File: config.mk
export PLATFORM = sky130hd
export DESIGN_NAME = mac_data_port
export DESIGN_NICKNAME = d
export VERILOG_FILES = /design/src/logic/mac_if_pkg.sv /design/src/logic/clk_div_if.sv /design/src/logic/clk_divider.sv /design/src/logic/mac_data_port.sv
export SDC_FILE = /design/constraint.sdc
export NUM_CORES = 1
export LEC_CHECK = 0
export BUFFER_PORTS_ARGS = -buffer_cell sky130_fd_sc_hd__buf_2
export CAP_MARGIN = 20
export CORE_ASPECT_RATIO = 1.4
export CORE_UTILIZATION = 50
export CTS_CLUSTER_SIZE = 12
export DETAILED_ROUTE_END_ITERATION = 10
export PLACE_DENSITY = 0.8
export SKIP_LAST_GASP = 1
export SLEW_MARGIN = 5
export SYNTH_ARGS = -nofsm -noshare
export SYNTH_HDL_FRONTEND = slang
export SYNTH_HIERARCHICAL = 1
export SYNTH_SLANG_ARGS = --single-unit
File: constraint.sdc
create_clock -name SYS_CLK_IN -period 7.48 [get_ports SYS_CLK_IN]
set_input_delay 1.122 -clock SYS_CLK_IN [delete_from_list [all_inputs] [get_ports SYS_CLK_IN]]
set_output_delay 1.122 -clock SYS_CLK_IN [all_outputs]
set_load 0.01 [all_outputs]
File: src/logic/mac_if_pkg.sv
`default_nettype none

package mac_if_pkg;

    typedef enum logic [1:0] {
        MODE_MII,
        MODE_RMII,
        MODE_SERIAL
    } mac_mode_t;

    // System clock period, 200 MHz.
    localparam int SYS_PERIOD_PS = 5000;

    // Periods of the generated clocks.
    localparam int PERIOD_25M_PS  = 40000;
    localparam int PERIOD_2P5M_PS = 400000;
    localparam int PERIOD_10M_PS  = 100000;

    // Half periods in system cycles.
    localparam logic [6:0] HALF_25M  = 7'(PERIOD_25M_PS / (2 * SYS_PERIOD_PS));
    localparam logic [6:0] HALF_2P5M = 7'(PERIOD_2P5M_PS / (2 * SYS_PERIOD_PS));
    localparam logic [6:0] HALF_10M  = 7'(PERIOD_10M_PS / (2 * SYS_PERIOD_PS));

    // Heartbeat length.
    localparam int HEARTBEAT_US = 1;
    localparam logic [7:0] HB_CYCLES = 8'(HEARTBEAT_US * 1000000 / SYS_PERIOD_PS);

    // Values after reset.
    localparam logic [3:0] NIBBLE_RESET = 4'h0;
    localparam logic [6:0] DIV_CNT_RESET = 7'h00;
    localparam logic [7:0] HB_CNT_RESET = 8'h00;

endpackage

`default_nettype wire

File: src/logic/clk_div_if.sv
`default_nettype none

interface clk_div_if;
    logic       run;
    logic       restart;
    logic [6:0] half;
    logic       level;
    logic       rise;
    logic       fall;

    modport gen  (input run, input restart, input half, output level, output rise, output fall);
    modport user (output run, output restart, output half, input level, input rise, input fall);
endinterface

`default_nettype wire

File: src/logic/clk_divider.sv
`default_nettype none

module clk_divider (
    // Clock and reset
    input  wire logic  clk_in,
    input  wire logic  srst_in,
    // Control and generated clock
    clk_div_if.gen     div
);

    logic [6:0] cnt_reg;
    logic       level_reg;
    logic       rise_reg;
    logic       fall_reg;
    logic       toggle;

    // A compare rather than an equality keeps a speed change from stranding the count.
    assign toggle = (cnt_reg >= div.half - 7'h01);

    always_ff @(posedge clk_in) begin
        if (srst_in || !div.run || div.restart) begin
            cnt_reg   <= mac_if_pkg::DIV_CNT_RESET;
            level_reg <= 1'b0;
            rise_reg  <= 1'b0;
            fall_reg  <= 1'b0;
        end else if (toggle) begin
            cnt_reg   <= mac_if_pkg::DIV_CNT_RESET;
            level_reg <= !level_reg;
            rise_reg  <= !level_reg;
            fall_reg  <= level_reg;
        end else begin
            cnt_reg  <= cnt_reg + 7'h01;
            rise_reg <= 1'b0;
            fall_reg <= 1'b0;
        end
    end

    assign div.level = level_reg;
    assign div.rise  = rise_reg;
    assign div.fall  = fall_reg;

endmodule

`default_nettype wire

File: src/logic/mac_data_port.sv
// Overview of operation
// - MII transmit clock 25 or 2.5 MHz.
// - RMII: clocks unused, reference times transfers.
// - Serial mode drives 10 MHz transmit clock.
// - MII receive clock recovered, 25 or 2.5.
// - Serial mode receive clock is 10 MHz.
// - MII receive nibbles valid while valid high.
// - Receive valid follows data valid in MII and RMII, held low in serial.
// - RMII two bits on reference, valid kept.
// - MII 100M invalid symbol raises receive error.
// - RMII 100M error on symbol or false carrier.
// - RMII corrupts data on receive error.
// - Serial: bit zero only, others unused.
// - Carrier sense high while medium non-idle.
// - RMII merges carrier and valid, no collision.
// - Half duplex collision on simultaneous activity.
// - 10M half duplex heartbeat pulse one microsecond.
// - Full duplex collision always low.
// - Mode latched from two reset straps.
`default_nettype none

module mac_data_port (
    // Clock and reset
    input  wire logic       SYS_CLK_IN,
    input  wire logic       SRST_IN,
    // Reset straps
    input  wire logic       IFACE_SEL_STRAP_IN,
    input  wire logic       SERIAL_IFACE_STRAP_IN,
    // Link configuration
    input  wire logic       SPEED_100_IN,
    input  wire logic       FULL_DUPLEX_IN,
    input  wire logic       HEARTBEAT_EN_IN,
    input  wire logic       REFERENCE_CLOCK_INPUT_IN,
    // Transmit from the MAC
    input  wire logic       TX_EN_IN,
    input  wire logic [3:0] TXD_IN,
    // Clocks, receive and collision toward the MAC
    output var  logic       TX_CLK_OUT,
    output var  logic       RX_CLK_OUT,
    output var  logic       RX_DV_OUT,
    output var  logic       RX_ER_OUT,
    output var  logic [3:0] RXD_OUT,
    output var  logic       CRS_OUT,
    output var  logic       COL_OUT,
    // Line side receive
    input  wire logic       LINE_CARRIER_IN,
    input  wire logic       LINE_RX_DV_IN,
    input  wire logic [3:0] LINE_RX_DATA_IN,
    input  wire logic       LINE_RX_SYM_ERR_IN,
    input  wire logic       LINE_FALSE_CARRIER_IN,
    // Line side transmit
    output var  logic       LINE_TX_EN_OUT,
    output var  logic [3:0] LINE_TX_DATA_OUT,
    output var  logic       LINE_TX_STROBE_OUT
);

    ////////////////////////////////////////////////////////////////////////////////

    mac_if_pkg::mac_mode_t mode_reg;
    logic                  ref_prev_reg;
    logic                  ref_rise;
    logic                  carrier_prev_reg;
    logic                  tx_en_prev_reg;
    logic [7:0]            hb_cnt_reg;
    logic                  is_rmii;
    logic                  is_serial;
    logic                  is_10m;
    logic                  rx_err;
    logic [1:0]            line_bits;

    clk_div_if tx_div ();
    clk_div_if rx_div ();

    function automatic logic [6:0] half_for(input mac_if_pkg::mac_mode_t m, input logic fast);
        logic [6:0] h;
        h = mac_if_pkg::HALF_2P5M;
        if (m == mac_if_pkg::MODE_SERIAL) begin
            h = mac_if_pkg::HALF_10M;
        end else if (fast) begin
            h = mac_if_pkg::HALF_25M;
        end
        return h;
    endfunction

    assign is_rmii   = (mode_reg == mac_if_pkg::MODE_RMII);
    assign is_serial = (mode_reg == mac_if_pkg::MODE_SERIAL);
    assign is_10m    = is_serial || !SPEED_100_IN;
    assign ref_rise  = REFERENCE_CLOCK_INPUT_IN && !ref_prev_reg;
    assign line_bits = LINE_RX_DATA_IN[1:0];

    ////////////////////////////////////////////////////////////////////////////////
    // Straps are sampled for as long as reset is held, so the last value before release wins.

    always_ff @(posedge SYS_CLK_IN) begin
        if (SRST_IN) begin
            if (!IFACE_SEL_STRAP_IN) begin
                mode_reg <= mac_if_pkg::MODE_MII;
            end else if (!SERIAL_IFACE_STRAP_IN) begin
                mode_reg <= mac_if_pkg::MODE_RMII;
            end else begin
                mode_reg <= mac_if_pkg::MODE_SERIAL;
            end
        end
    end

    always_ff @(posedge SYS_CLK_IN) begin
        if (SRST_IN) begin
            ref_prev_reg     <= 1'b0;
            carrier_prev_reg <= 1'b0;
        end else begin
            ref_prev_reg     <= REFERENCE_CLOCK_INPUT_IN;
            carrier_prev_reg <= LINE_CARRIER_IN;
        end
    end

    ////////////////////////////////////////////////////////////////////////////////
    // Clock generation. In RMII both dividers stop and hold their outputs low.

    assign tx_div.run     = !is_rmii;
    assign tx_div.restart = 1'b0;
    assign tx_div.half    = half_for(mode_reg, SPEED_100_IN);
    assign rx_div.run     = !is_rmii;
    // The receive clock is realigned to the line at the start of each carrier.
    assign rx_div.restart = LINE_CARRIER_IN && !carrier_prev_reg;
    assign rx_div.half    = half_for(mode_reg, SPEED_100_IN);

    clk_divider u_tx_div (
        .clk_in  (SYS_CLK_IN),
        .srst_in (SRST_IN),
        .div     (tx_div)
    );

    clk_divider u_rx_div (
        .clk_in  (SYS_CLK_IN),
        .srst_in (SRST_IN),
        .div     (rx_div)
    );

    assign TX_CLK_OUT = tx_div.level;
    assign RX_CLK_OUT = rx_div.level;

    ////////////////////////////////////////////////////////////////////////////////
    // Transmit path. The MAC's inputs are taken at the rising edge it times them to.

    always_ff @(posedge SYS_CLK_IN) begin
        if (SRST_IN) begin
            LINE_TX_EN_OUT     <= 1'b0;
            LINE_TX_DATA_OUT   <= mac_if_pkg::NIBBLE_RESET;
            LINE_TX_STROBE_OUT <= 1'b0;
        end else begin
            LINE_TX_STROBE_OUT <= 1'b0;
            unique case (mode_reg)
                mac_if_pkg::MODE_MII: begin
                    if (tx_div.rise) begin
                        LINE_TX_EN_OUT     <= TX_EN_IN;
                        LINE_TX_DATA_OUT   <= TXD_IN;
                        LINE_TX_STROBE_OUT <= 1'b1;
                    end
                end
                mac_if_pkg::MODE_RMII: begin
                    if (ref_rise) begin
                        LINE_TX_EN_OUT     <= TX_EN_IN;
                        LINE_TX_DATA_OUT   <= {2'h0, TXD_IN[1:0]};
                        LINE_TX_STROBE_OUT <= 1'b1;
                    end
                end
                mac_if_pkg::MODE_SERIAL: begin
                    if (tx_div.rise) begin
                        LINE_TX_EN_OUT     <= TX_EN_IN;
                        LINE_TX_DATA_OUT   <= {3'h0, TXD_IN[0]};
                        LINE_TX_STROBE_OUT <= 1'b1;
                    end
                end
                default: begin
                    LINE_TX_EN_OUT <= 1'b0;
                end
            endcase
        end
    end

    ////////////////////////////////////////////////////////////////////////////////
    // Receive path. MII and serial data change on the falling edge so they are stable
    // at the rising edge where the MAC samples them.

    assign rx_err = SPEED_100_IN && ((LINE_RX_SYM_ERR_IN && (LINE_CARRIER_IN || LINE_RX_DV_IN))
                    || LINE_FALSE_CARRIER_IN);

    always_ff @(posedge SYS_CLK_IN) begin
        if (SRST_IN) begin
            RX_DV_OUT <= 1'b0;
            RX_ER_OUT <= 1'b0;
            RXD_OUT   <= mac_if_pkg::NIBBLE_RESET;
            CRS_OUT   <= 1'b0;
        end else begin
            unique case (mode_reg)
                mac_if_pkg::MODE_MII: begin
                    CRS_OUT <= LINE_CARRIER_IN;
                    if (rx_div.fall) begin
                        RX_DV_OUT <= LINE_RX_DV_IN;
                        RXD_OUT   <= LINE_RX_DATA_IN;
                        RX_ER_OUT <= SPEED_100_IN && LINE_RX_DV_IN && LINE_RX_SYM_ERR_IN;
                    end
                end
                mac_if_pkg::MODE_RMII: begin
                    if (ref_rise) begin
                        CRS_OUT   <= LINE_CARRIER_IN || LINE_RX_DV_IN;
                        RX_DV_OUT <= LINE_RX_DV_IN;
                        RX_ER_OUT <= rx_err;
                        // A MAC that ignores the error pin still sees a broken frame.
                        RXD_OUT   <= {2'h0, rx_err ? ~line_bits : line_bits};
                    end
                end
                mac_if_pkg::MODE_SERIAL: begin
                    RX_DV_OUT    <= 1'b0;
                    RX_ER_OUT    <= 1'b0;
                    RXD_OUT[3:1] <= 3'h0;
                    if (rx_div.fall) begin
                        CRS_OUT    <= LINE_CARRIER_IN;
                        RXD_OUT[0] <= LINE_RX_DATA_IN[0];
                    end
                end
                default: begin
                    RX_DV_OUT <= 1'b0;
                end
            endcase
        end
    end

    ////////////////////////////////////////////////////////////////////////////////
    // Heartbeat timer, started when a 10 Mb/s half-duplex transmission ends.

    always_ff @(posedge SYS_CLK_IN) begin
        if (SRST_IN) begin
            tx_en_prev_reg <= 1'b0;
            hb_cnt_reg     <= mac_if_pkg::HB_CNT_RESET;
        end else begin
            tx_en_prev_reg <= LINE_TX_EN_OUT;
            if (tx_en_prev_reg && !LINE_TX_EN_OUT && is_10m && !is_rmii
                && !FULL_DUPLEX_IN && HEARTBEAT_EN_IN) begin
                hb_cnt_reg <= mac_if_pkg::HB_CYCLES;
            end else if (hb_cnt_reg != 8'h00) begin
                hb_cnt_reg <= hb_cnt_reg - 8'h01;
            end
        end
    end

    // Collision is suppressed outright in full duplex and RMII, which also cuts a running
    // heartbeat short if the duplex setting changes mid-pulse.
    always_ff @(posedge SYS_CLK_IN) begin
        if (SRST_IN) begin
            COL_OUT <= 1'b0;
        end else if (FULL_DUPLEX_IN || is_rmii) begin
            COL_OUT <= 1'b0;
        end else begin
            COL_OUT <= (LINE_TX_EN_OUT && LINE_CARRIER_IN)
                       || (hb_cnt_reg != 8'h00);
        end
    end

    ////////////////////////////////////////////////////////////////////////////////

    property p_strap_rmii;
        @(posedge SYS_CLK_IN) SRST_IN && IFACE_SEL_STRAP_IN && !SERIAL_IFACE_STRAP_IN
            |=> mode_reg == mac_if_pkg::MODE_RMII;
    endproperty
    a_strap_rmii: assert property (p_strap_rmii) else $error("straps not latched");

    property p_rmii_quiet;
        @(posedge SYS_CLK_IN) disable iff (SRST_IN)
            is_rmii |=> !TX_CLK_OUT && !RX_CLK_OUT && !COL_OUT;
    endproperty
    a_rmii_quiet: assert property (p_rmii_quiet) else $error("rmii clock or col active");

    property p_fdx_col;
        @(posedge SYS_CLK_IN) disable iff (SRST_IN) FULL_DUPLEX_IN |=> !COL_OUT;
    endproperty
    a_fdx_col: assert property (p_fdx_col) else $error("collision in full duplex");

    property p_tx_clk_25m;
        @(posedge SYS_CLK_IN) disable iff (SRST_IN)
            $rose(TX_CLK_OUT) && !is_rmii && !is_serial && SPEED_100_IN
            |-> TX_CLK_OUT[*4] ##1 !TX_CLK_OUT;
    endproperty
    a_tx_clk_25m: assert property (p_tx_clk_25m) else $error("tx clock not 25 MHz");

    property p_tx_clk_10m;
        @(posedge SYS_CLK_IN) disable iff (SRST_IN)
            $rose(TX_CLK_OUT) && is_serial |-> ##9 TX_CLK_OUT ##1 !TX_CLK_OUT;
    endproperty
    a_tx_clk_10m: assert property (p_tx_clk_10m) else $error("tx clock not 10 MHz");

    property p_serial_unused;
        @(posedge SYS_CLK_IN) disable iff (SRST_IN)
            is_serial |=> !RX_DV_OUT && !RX_ER_OUT && RXD_OUT[3:1] == 3'h0;
    endproperty
    a_serial_unused: assert property (p_serial_unused) else $error("serial unused pins");

    property p_rmii_corrupt;
        @(posedge SYS_CLK_IN) disable iff (SRST_IN)
            is_rmii && ref_rise && SPEED_100_IN && LINE_RX_SYM_ERR_IN && LINE_RX_DV_IN
            |=> RX_ER_OUT && RXD_OUT[1:0] != $past(line_bits);
    endproperty
    a_rmii_corrupt: assert property (p_rmii_corrupt) else $error("rmii data not corrupted");

    property p_mii_rx_er;
        @(posedge SYS_CLK_IN) disable iff (SRST_IN)
            mode_reg == mac_if_pkg::MODE_MII && rx_div.fall && SPEED_100_IN
            && LINE_RX_DV_IN && LINE_RX_SYM_ERR_IN |=> RX_ER_OUT && RX_DV_OUT;
    endproperty
    a_mii_rx_er: assert property (p_mii_rx_er) else $error("mii receive error missing");

    property p_heartbeat;
        @(posedge SYS_CLK_IN) disable iff (SRST_IN)
            $fell(LINE_TX_EN_OUT) && is_10m && !is_rmii && !FULL_DUPLEX_IN && HEARTBEAT_EN_IN
            |=> hb_cnt_reg == mac_if_pkg::HB_CYCLES ##1 COL_OUT;
    endproperty
    a_heartbeat: assert property (p_heartbeat) else $error("heartbeat not started");

    property p_collision;
        @(posedge SYS_CLK_IN) disable iff (SRST_IN)
            LINE_TX_EN_OUT && LINE_CARRIER_IN && !FULL_DUPLEX_IN && !is_rmii |=> COL_OUT;
    endproperty
    a_collision: assert property (p_collision) else $error("collision not flagged");

    property p_mii_crs;
        @(posedge SYS_CLK_IN) disable iff (SRST_IN)
            mode_reg == mac_if_pkg::MODE_MII |=> CRS_OUT == $past(LINE_CARRIER_IN);
    endproperty
    a_mii_crs: assert property (p_mii_crs) else $error("mii carrier sense wrong");

    property p_rmii_merge;
        @(posedge SYS_CLK_IN) disable iff (SRST_IN)
            is_rmii && ref_rise |=> CRS_OUT == $past(LINE_CARRIER_IN || LINE_RX_DV_IN);
    endproperty
    a_rmii_merge: assert property (p_rmii_merge) else $error("rmii merged carrier wrong");

endmodule

`default_nettype wire

==> results of run 1 <==
power breakdown:
part           switching (mW)  total [mW]  internal (mW)
Sequential             0.0190       0.288          0.269
Clock                  0.0821       0.147         0.0648
Combinational           0.113       0.201         0.0878
cell usage in the layout (no fill, tap or decap), drive strengths merged, types with 10 or more instances in the layout:
cell type	count
nor2b	10
dfxtp	43
xor2	16
a21oi	12
conb	12
nand2b	13
nand3	19
inv	17
buf	36
nor2	37
ha	24
worst max-delay path, delay by kind of cell:
kind                     cells  cell delay, ns
AO/OA/AOI/OAI                1            0.29
XOR/XNOR                     1            0.16
adder cells (fa/ha/maj)      1            0.33
buffers and inverters        2            0.38
AND/OR/NAND/NOR              5            1.38
metal layers:
| metal | up-vias | wire (um) | global-route usage, % |
|---|---|---|---|
| met3 | 10 | 234 | 5.24 |
| met1 | 946 | 2140 | 21.6 |
| met4 | 0 | 111 | 9.94 |
| met2 | 44 | 2670 | 36.2 |
| met5 | - | 0 | 0 |
| li1 | 1066 | - | - |
worst max-delay path by stage:
stage                  from                 end  slack, ns  depth (start not counted)
6_report       SPEED_100_IN   u_rx_div/div.fall       4.05                         10
5_1_grt        SPEED_100_IN   u_rx_div/div.fall       3.87                         10
4_1_cts        SPEED_100_IN   u_rx_div/div.fall       4.07                         10
3_5_place_dp   SPEED_100_IN   u_rx_div/div.fall       3.77                         10
3_3_place_gp   SPEED_100_IN   u_rx_div/div.fall       3.93                         10
2_1_floorplan  SPEED_100_IN  u_rx_div/div.level       4.23                         10
layout make-up:
cell class / count / area [sq um]
Clock inverter: 2 / 10.0
Timing Repair Buffer: 36 / 180
Fill cell: 428 / 1940
Sequential cell: 45 / 921
Tap cell: 64 / 80.1
Clock buffer: 6 / 72.6
Multi-Input combinational cell: 226 / 1610
Inverter: 17 / 63.8
per-stage QoR:
| step | hold WS (ns) | instances | cell area [sq um] | power [mW] | worst slack, ns |
|---|---|---|---|---|---|
| after global placement | 0.451 | 388 | 2860 | 0.484 | 3.93 |
| final | 0.475 | 396 | 2940 | 0.636 | 4.05 |
| after CTS | 0.478 | 396 | 2940 | 0.640 | 4.07 |
| after floorplan | 0.441 | 292 | 2610 | 0.446 | 4.23 |
| after global routing | 0.495 | 396 | 2940 | 0.680 | 3.87 |
| after detailed placement | 0.466 | 388 | 2860 | 0.493 | 3.77 |
==> summary.txt, run 1 <==
Placed design
  • Routability cong.: a little under 0.8
  • IO Port Bufs: 36
  • DP HPWL: 3.97 mm

Final layout
  • Post-Route Utilization: between 60% and 70%
  • Synth-to-Final Area Change: 14.3%
  • Final net count: roughly 380
  • N_diodes: 0
  • Max reg flops: 8
  • Share of layout cells above drive strength 1: approximately 17%

STA
  • Fin crit share: roughly 46%
  • Tightest Pin Transition: approximately 0.7 ns
  • Setup Viol. Count Final: 0
  • Slew margin rel.: ~53%
  • Final hold viol count: 0
  • Min cycle time layout: ~3.4 ns
  • Clock Skew: roughly 0.0074 ns
  • RSZ-0062 raised after global routing: false
  • Max-slew violations: 0
  • Final setup TNS: 0 ns
  • FMAX: between 0.2 and 0.3 GHz

Global routing
  • Maximum number of pins on one net before global-route repair: 29
  • Initial antenna violation count: 0
  • Overall global routing resource usage: 20.1%
  • First-pass GRT wire length: 8.56 mm
  • Global route overflow: 0
  • Vias in the first global route: 1942

Floorplanning
  • Row cnt: 30
  • Full die area: about 0.0054 sq mm
  • Starting density of the core: 52.7%
  • Die X: 62.6 um
  • IO Count: 37
  • Core ar.: roughly 0.0049 sq mm
  • Die span in y: roughly 87 um

Min path
  • Worst hold path class: reg -> reg
  • HP Start: RXD_OUT[3]
  • Hold endpoint: RXD_OUT[3]
  • Hold depth: 2

Clock network
  • Num CTS Buffers: 5
  • Root buf cell: clkbuf_8
  • Clk pin slew, worst setup/hold paths: about 0.080 ns
  • Post-CTS sizing: 0
  • Clock Latency Late Sink: around 0.30 ns
  • CTS tree: yes
  • Post-cts hold buffer count: 0
  • Clock Tree Buf Depth: 2
  • Max H-tree Level: 2
  • Post-CTS Setup Bufs: 0
  • Num Clock Sinks: 45

Worst setup path
  • Max stage delay on crit path: approximately 0.57 ns
  • FF-to-FF path depth: 11
  • Worst setup EP type: register
  • Reg2reg setup slack: between 4 and 5 ns
  • Worst Path Required: between 7 and 8 ns
  • Slowest-stage cell, CP: nor2b_1
  • Critical path launch point type: input port
  • Arrival time at the worst endpoint: ~3.7 ns
  • Worst R2R End: u_rx_div/div.fall
  • Setup Crit Path Kind: in -> reg
  • Crit-path cells: buf_2, nor2b_1, inv_1, nor3_1, nand3_1, xor2_1, ha_1, nand4_1, o211a_1, nor3b_1
  • CP Max Fanout: 10
  • Worst reg2reg startpoint: mode_reg[0]

Route
  • Final WL: between 5 and 6 mm
  • DR pass1 iterations: 4
  • Vias: 2066
  • WL/cell: ~13 um
  • DR vias/cell: 5.22
  • # DRC: 0
  • Detailed Route Iter0 Violations: between 100 and 150
  • Detail Route Antenna Nets: 0

Flow run
  • Max-cap violations: 0

Run status
  • Status: finished clean

Logic synthesis
  • Gate Count Post-Synth: roughly 280
  • Mapped cell area: roughly 0.0026 sq mm
  • Synth warn: 6
  • Synthesized area per cell: around 9 sq um

Power
  • Leakage: ~1.3 nW
  • PwrDens: around 220 mW/mm^2
  • Max VDD drop: between 80 and 90 uV
Note: power is estimated with default switching activity, not from simulation.
==> run 2: changes to the inputs <==
Settings changed: ABC_AREA from default to 1.
Clock period 7.48 ns to 3.4 ns, I/O delays scaled along.
==> run 2 against run 1 <==
Net effect: via count increased by 5.8%; final area up 3.2%; hold slack got worse by 0.075 ns; combinational power grew to 2.6 times the previous value; first-iteration DRC count fell by 59%; highest routed layer unchanged; setup slack worse by 3.3 ns; non-clock buffer count unchanged; die area increased by 3.3%; utilization is 1.4 points lower; sequential power rose by 130%; synthesized cell count increased by 18%.
==> summary.txt, run 2 <==
Global routing
  • Vias in the first global route: roughly 2200
  • Maximum number of pins on one net before global-route repair: 20
  • Initial antenna violation count: 0
  • First-pass GRT wire length: between 8 and 9 mm
  • Overall global routing resource usage: between 15 and 20%
  • Global route overflow: 0

Floorplanning
  • IO Count: 37
  • Row cnt: 31
  • Die span in y: ~88 um
  • Die X: around 64 um
  • Full die area: around 0.0056 sq mm
  • Starting density of the core: 51.6%
  • Core ar.: 0.00516 sq mm

Route
  • Top Layer Used: met4
  • Detailed Route Iter0 Violations: 54
  • Vias: 2185
  • # DRC: 0
  • DR vias/cell: 4.86
  • DR pass1 iterations: 6
  • WL/cell: between 10 and 15 um
  • Detail Route Antenna Nets: 0
  • Detail Route met2 WL: ~2.7 mm
  • DR WL met3: 124 um
  • Final WL: 5.07 mm
  • Met1 wire length: roughly 2.2 mm

Power
  • Leakage: 1.43 nW
  • PwrDens: roughly 500 mW/mm^2
  • Max VDD drop: 284 uV

Placed design
  • Routability cong.: a little under 0.8
  • DP HPWL: ~4.0 mm
  • Place WS: roughly 0.76 ns
  • IO Port Bufs: 36

STA
  • Fin crit share: 78.4%
  • PnR worst setup slack: roughly 0.73 ns
  • Clock Skew: 0.00867 ns
  • Final setup TNS: 0 ns
  • Min cycle time layout: between 2 and 3 ns
  • Final hold viol count: 0
  • Max-slew violations: 0
  • FMAX: 0.375 GHz
  • Setup Viol. Count Final: 0
  • RSZ-0062 raised after global routing: false

Final layout
  • Multi-input gate area: 0.00157 sq mm
  • Synth-to-Final Area Change: 14.0%
  • Final net count: 428
  • Most frequent cells in the layout: nand2_1, inv_1, dfxtp_1
  • Register area: just over 900 sq um
  • Fill cell count: roughly 470
  • N_diodes: 0
  • Max reg flops: 8
  • Share of layout cells above drive strength 1: around a fifth
  • Commonest non-fill, non-tap cell in the layout: nand2_1

Clock network
  • Num Clock Sinks: 45
  • Post-CTS Setup Bufs: 0
  • Num CTS Buffers: 5
  • CTS tree: yes
  • Max H-tree Level: 2
  • Post-cts hold buffer count: 0
  • Root buf cell: clkbuf_8
  • Clk pin slew, worst setup/hold paths: approximately 0.090 ns
  • Post-CTS sizing: 0
  • Clock Latency Late Sink: 0.31 ns
  • Clock Tree Buf Depth: 2

Worst setup path
  • Critical path launch point type: register
  • Worst Path Required: 3.64 ns
  • Arrival time at the worst endpoint: 2.91 ns
  • CP Max Fanout: 8
  • Crit path from: mode_reg[0]
  • Reg2reg setup slack: ~0.73 ns
  • Crit path to: u_rx_div/div.fall
  • Worst reg2reg startpoint: mode_reg[0]
  • FF-to-FF path depth: 16
  • Worst setup EP type: register
  • Setup Crit Path Kind: reg -> reg
  • Worst R2R End: u_rx_div/div.fall

Run status
  • Status: finished clean

Logic synthesis
  • Synth warn: 6
  • Gate Count Post-Synth: ~330
  • Synthesized area per cell: 8.01 sq um
  • Mapped cell area: roughly 0.0027 sq mm

Min path
  • Worst hold path class: in -> reg

Flow run
  • Max-cap violations: 0
## run 2: worst min path at each step
| stage | startpoint | end | slack [ns] | depth (start not counted) |
|---|---|---|---|---|
| finish | FULL_DUPLEX_IN | COL_OUT | 0.40 | 2 |
| global route | FULL_DUPLEX_IN | COL_OUT | 0.40 | 2 |
| CTS | FULL_DUPLEX_IN | COL_OUT | 0.39 | 2 |
| detailed placement | LINE_TX_DATA_OUT[1] | LINE_TX_DATA_OUT[1] | 0.46 | 2 |
| global placement | LINE_TX_DATA_OUT[0] | LINE_TX_DATA_OUT[0] | 0.45 | 2 |
| floorplan | u_rx_div/cnt_reg[0] | u_rx_div/cnt_reg[0] | 0.44 | 1 |
## run 2: worst max-delay path: stages (launching register included)
cell	delay, ns
edfxtp_1	0.44
inv_1	0.10
ha_1	0.26
inv_2	0.08
nand2_2	0.16
inv_1	0.12
inv_1	0.09
nand3_1	0.11
nor3_1	0.22
xnor2_1	0.10
ha_1	0.28
nand2_1	0.07
nor2_1	0.17
nand2_1	0.16
nand2_1	0.11
nand2_1	0.05
nor2_1	0.08
## run 2: report_power, final
part / leakage [nW] / switching [mW] / internal [mW]
Clock: 0.0374 / 0.192 / 0.145
Sequential: 0.371 / 0.0605 / 0.598
Combinational: 1.03 / 0.308 / 0.217
## run 2: stage by stage
step,utilization (%),total power [mW],hold slack [ns],instances,area (sq um)
CTS,58.8,1.53,0.393,450,3030
floorplan,-,1.08,0.440,342,2700
global placement,57.1,1.17,0.448,442,2950
global route,58.8,1.64,0.400,450,3030
detailed placement,57.1,1.20,0.458,442,2950
finish,58.8,1.52,0.401,450,3030
## run 2: layer usage
layer | global-route usage (%) | vias to the layer above
met3 | 4.51 | 11
li1 | - | 1168
met1 | 20.5 | 980
met4 | 7.85 | 0
met5 | 0 | -
met2 | 38.4 | 26
## run 2: final cells by class
cell class                 count  area share, %
multi-input combinational    246           51.9
inverter                      49           6.23
clock buffer                   6           2.39
clock inverter                 2          0.495
sequential                    45           30.4
timing repair buffer          36           5.94
tap                           66           2.72
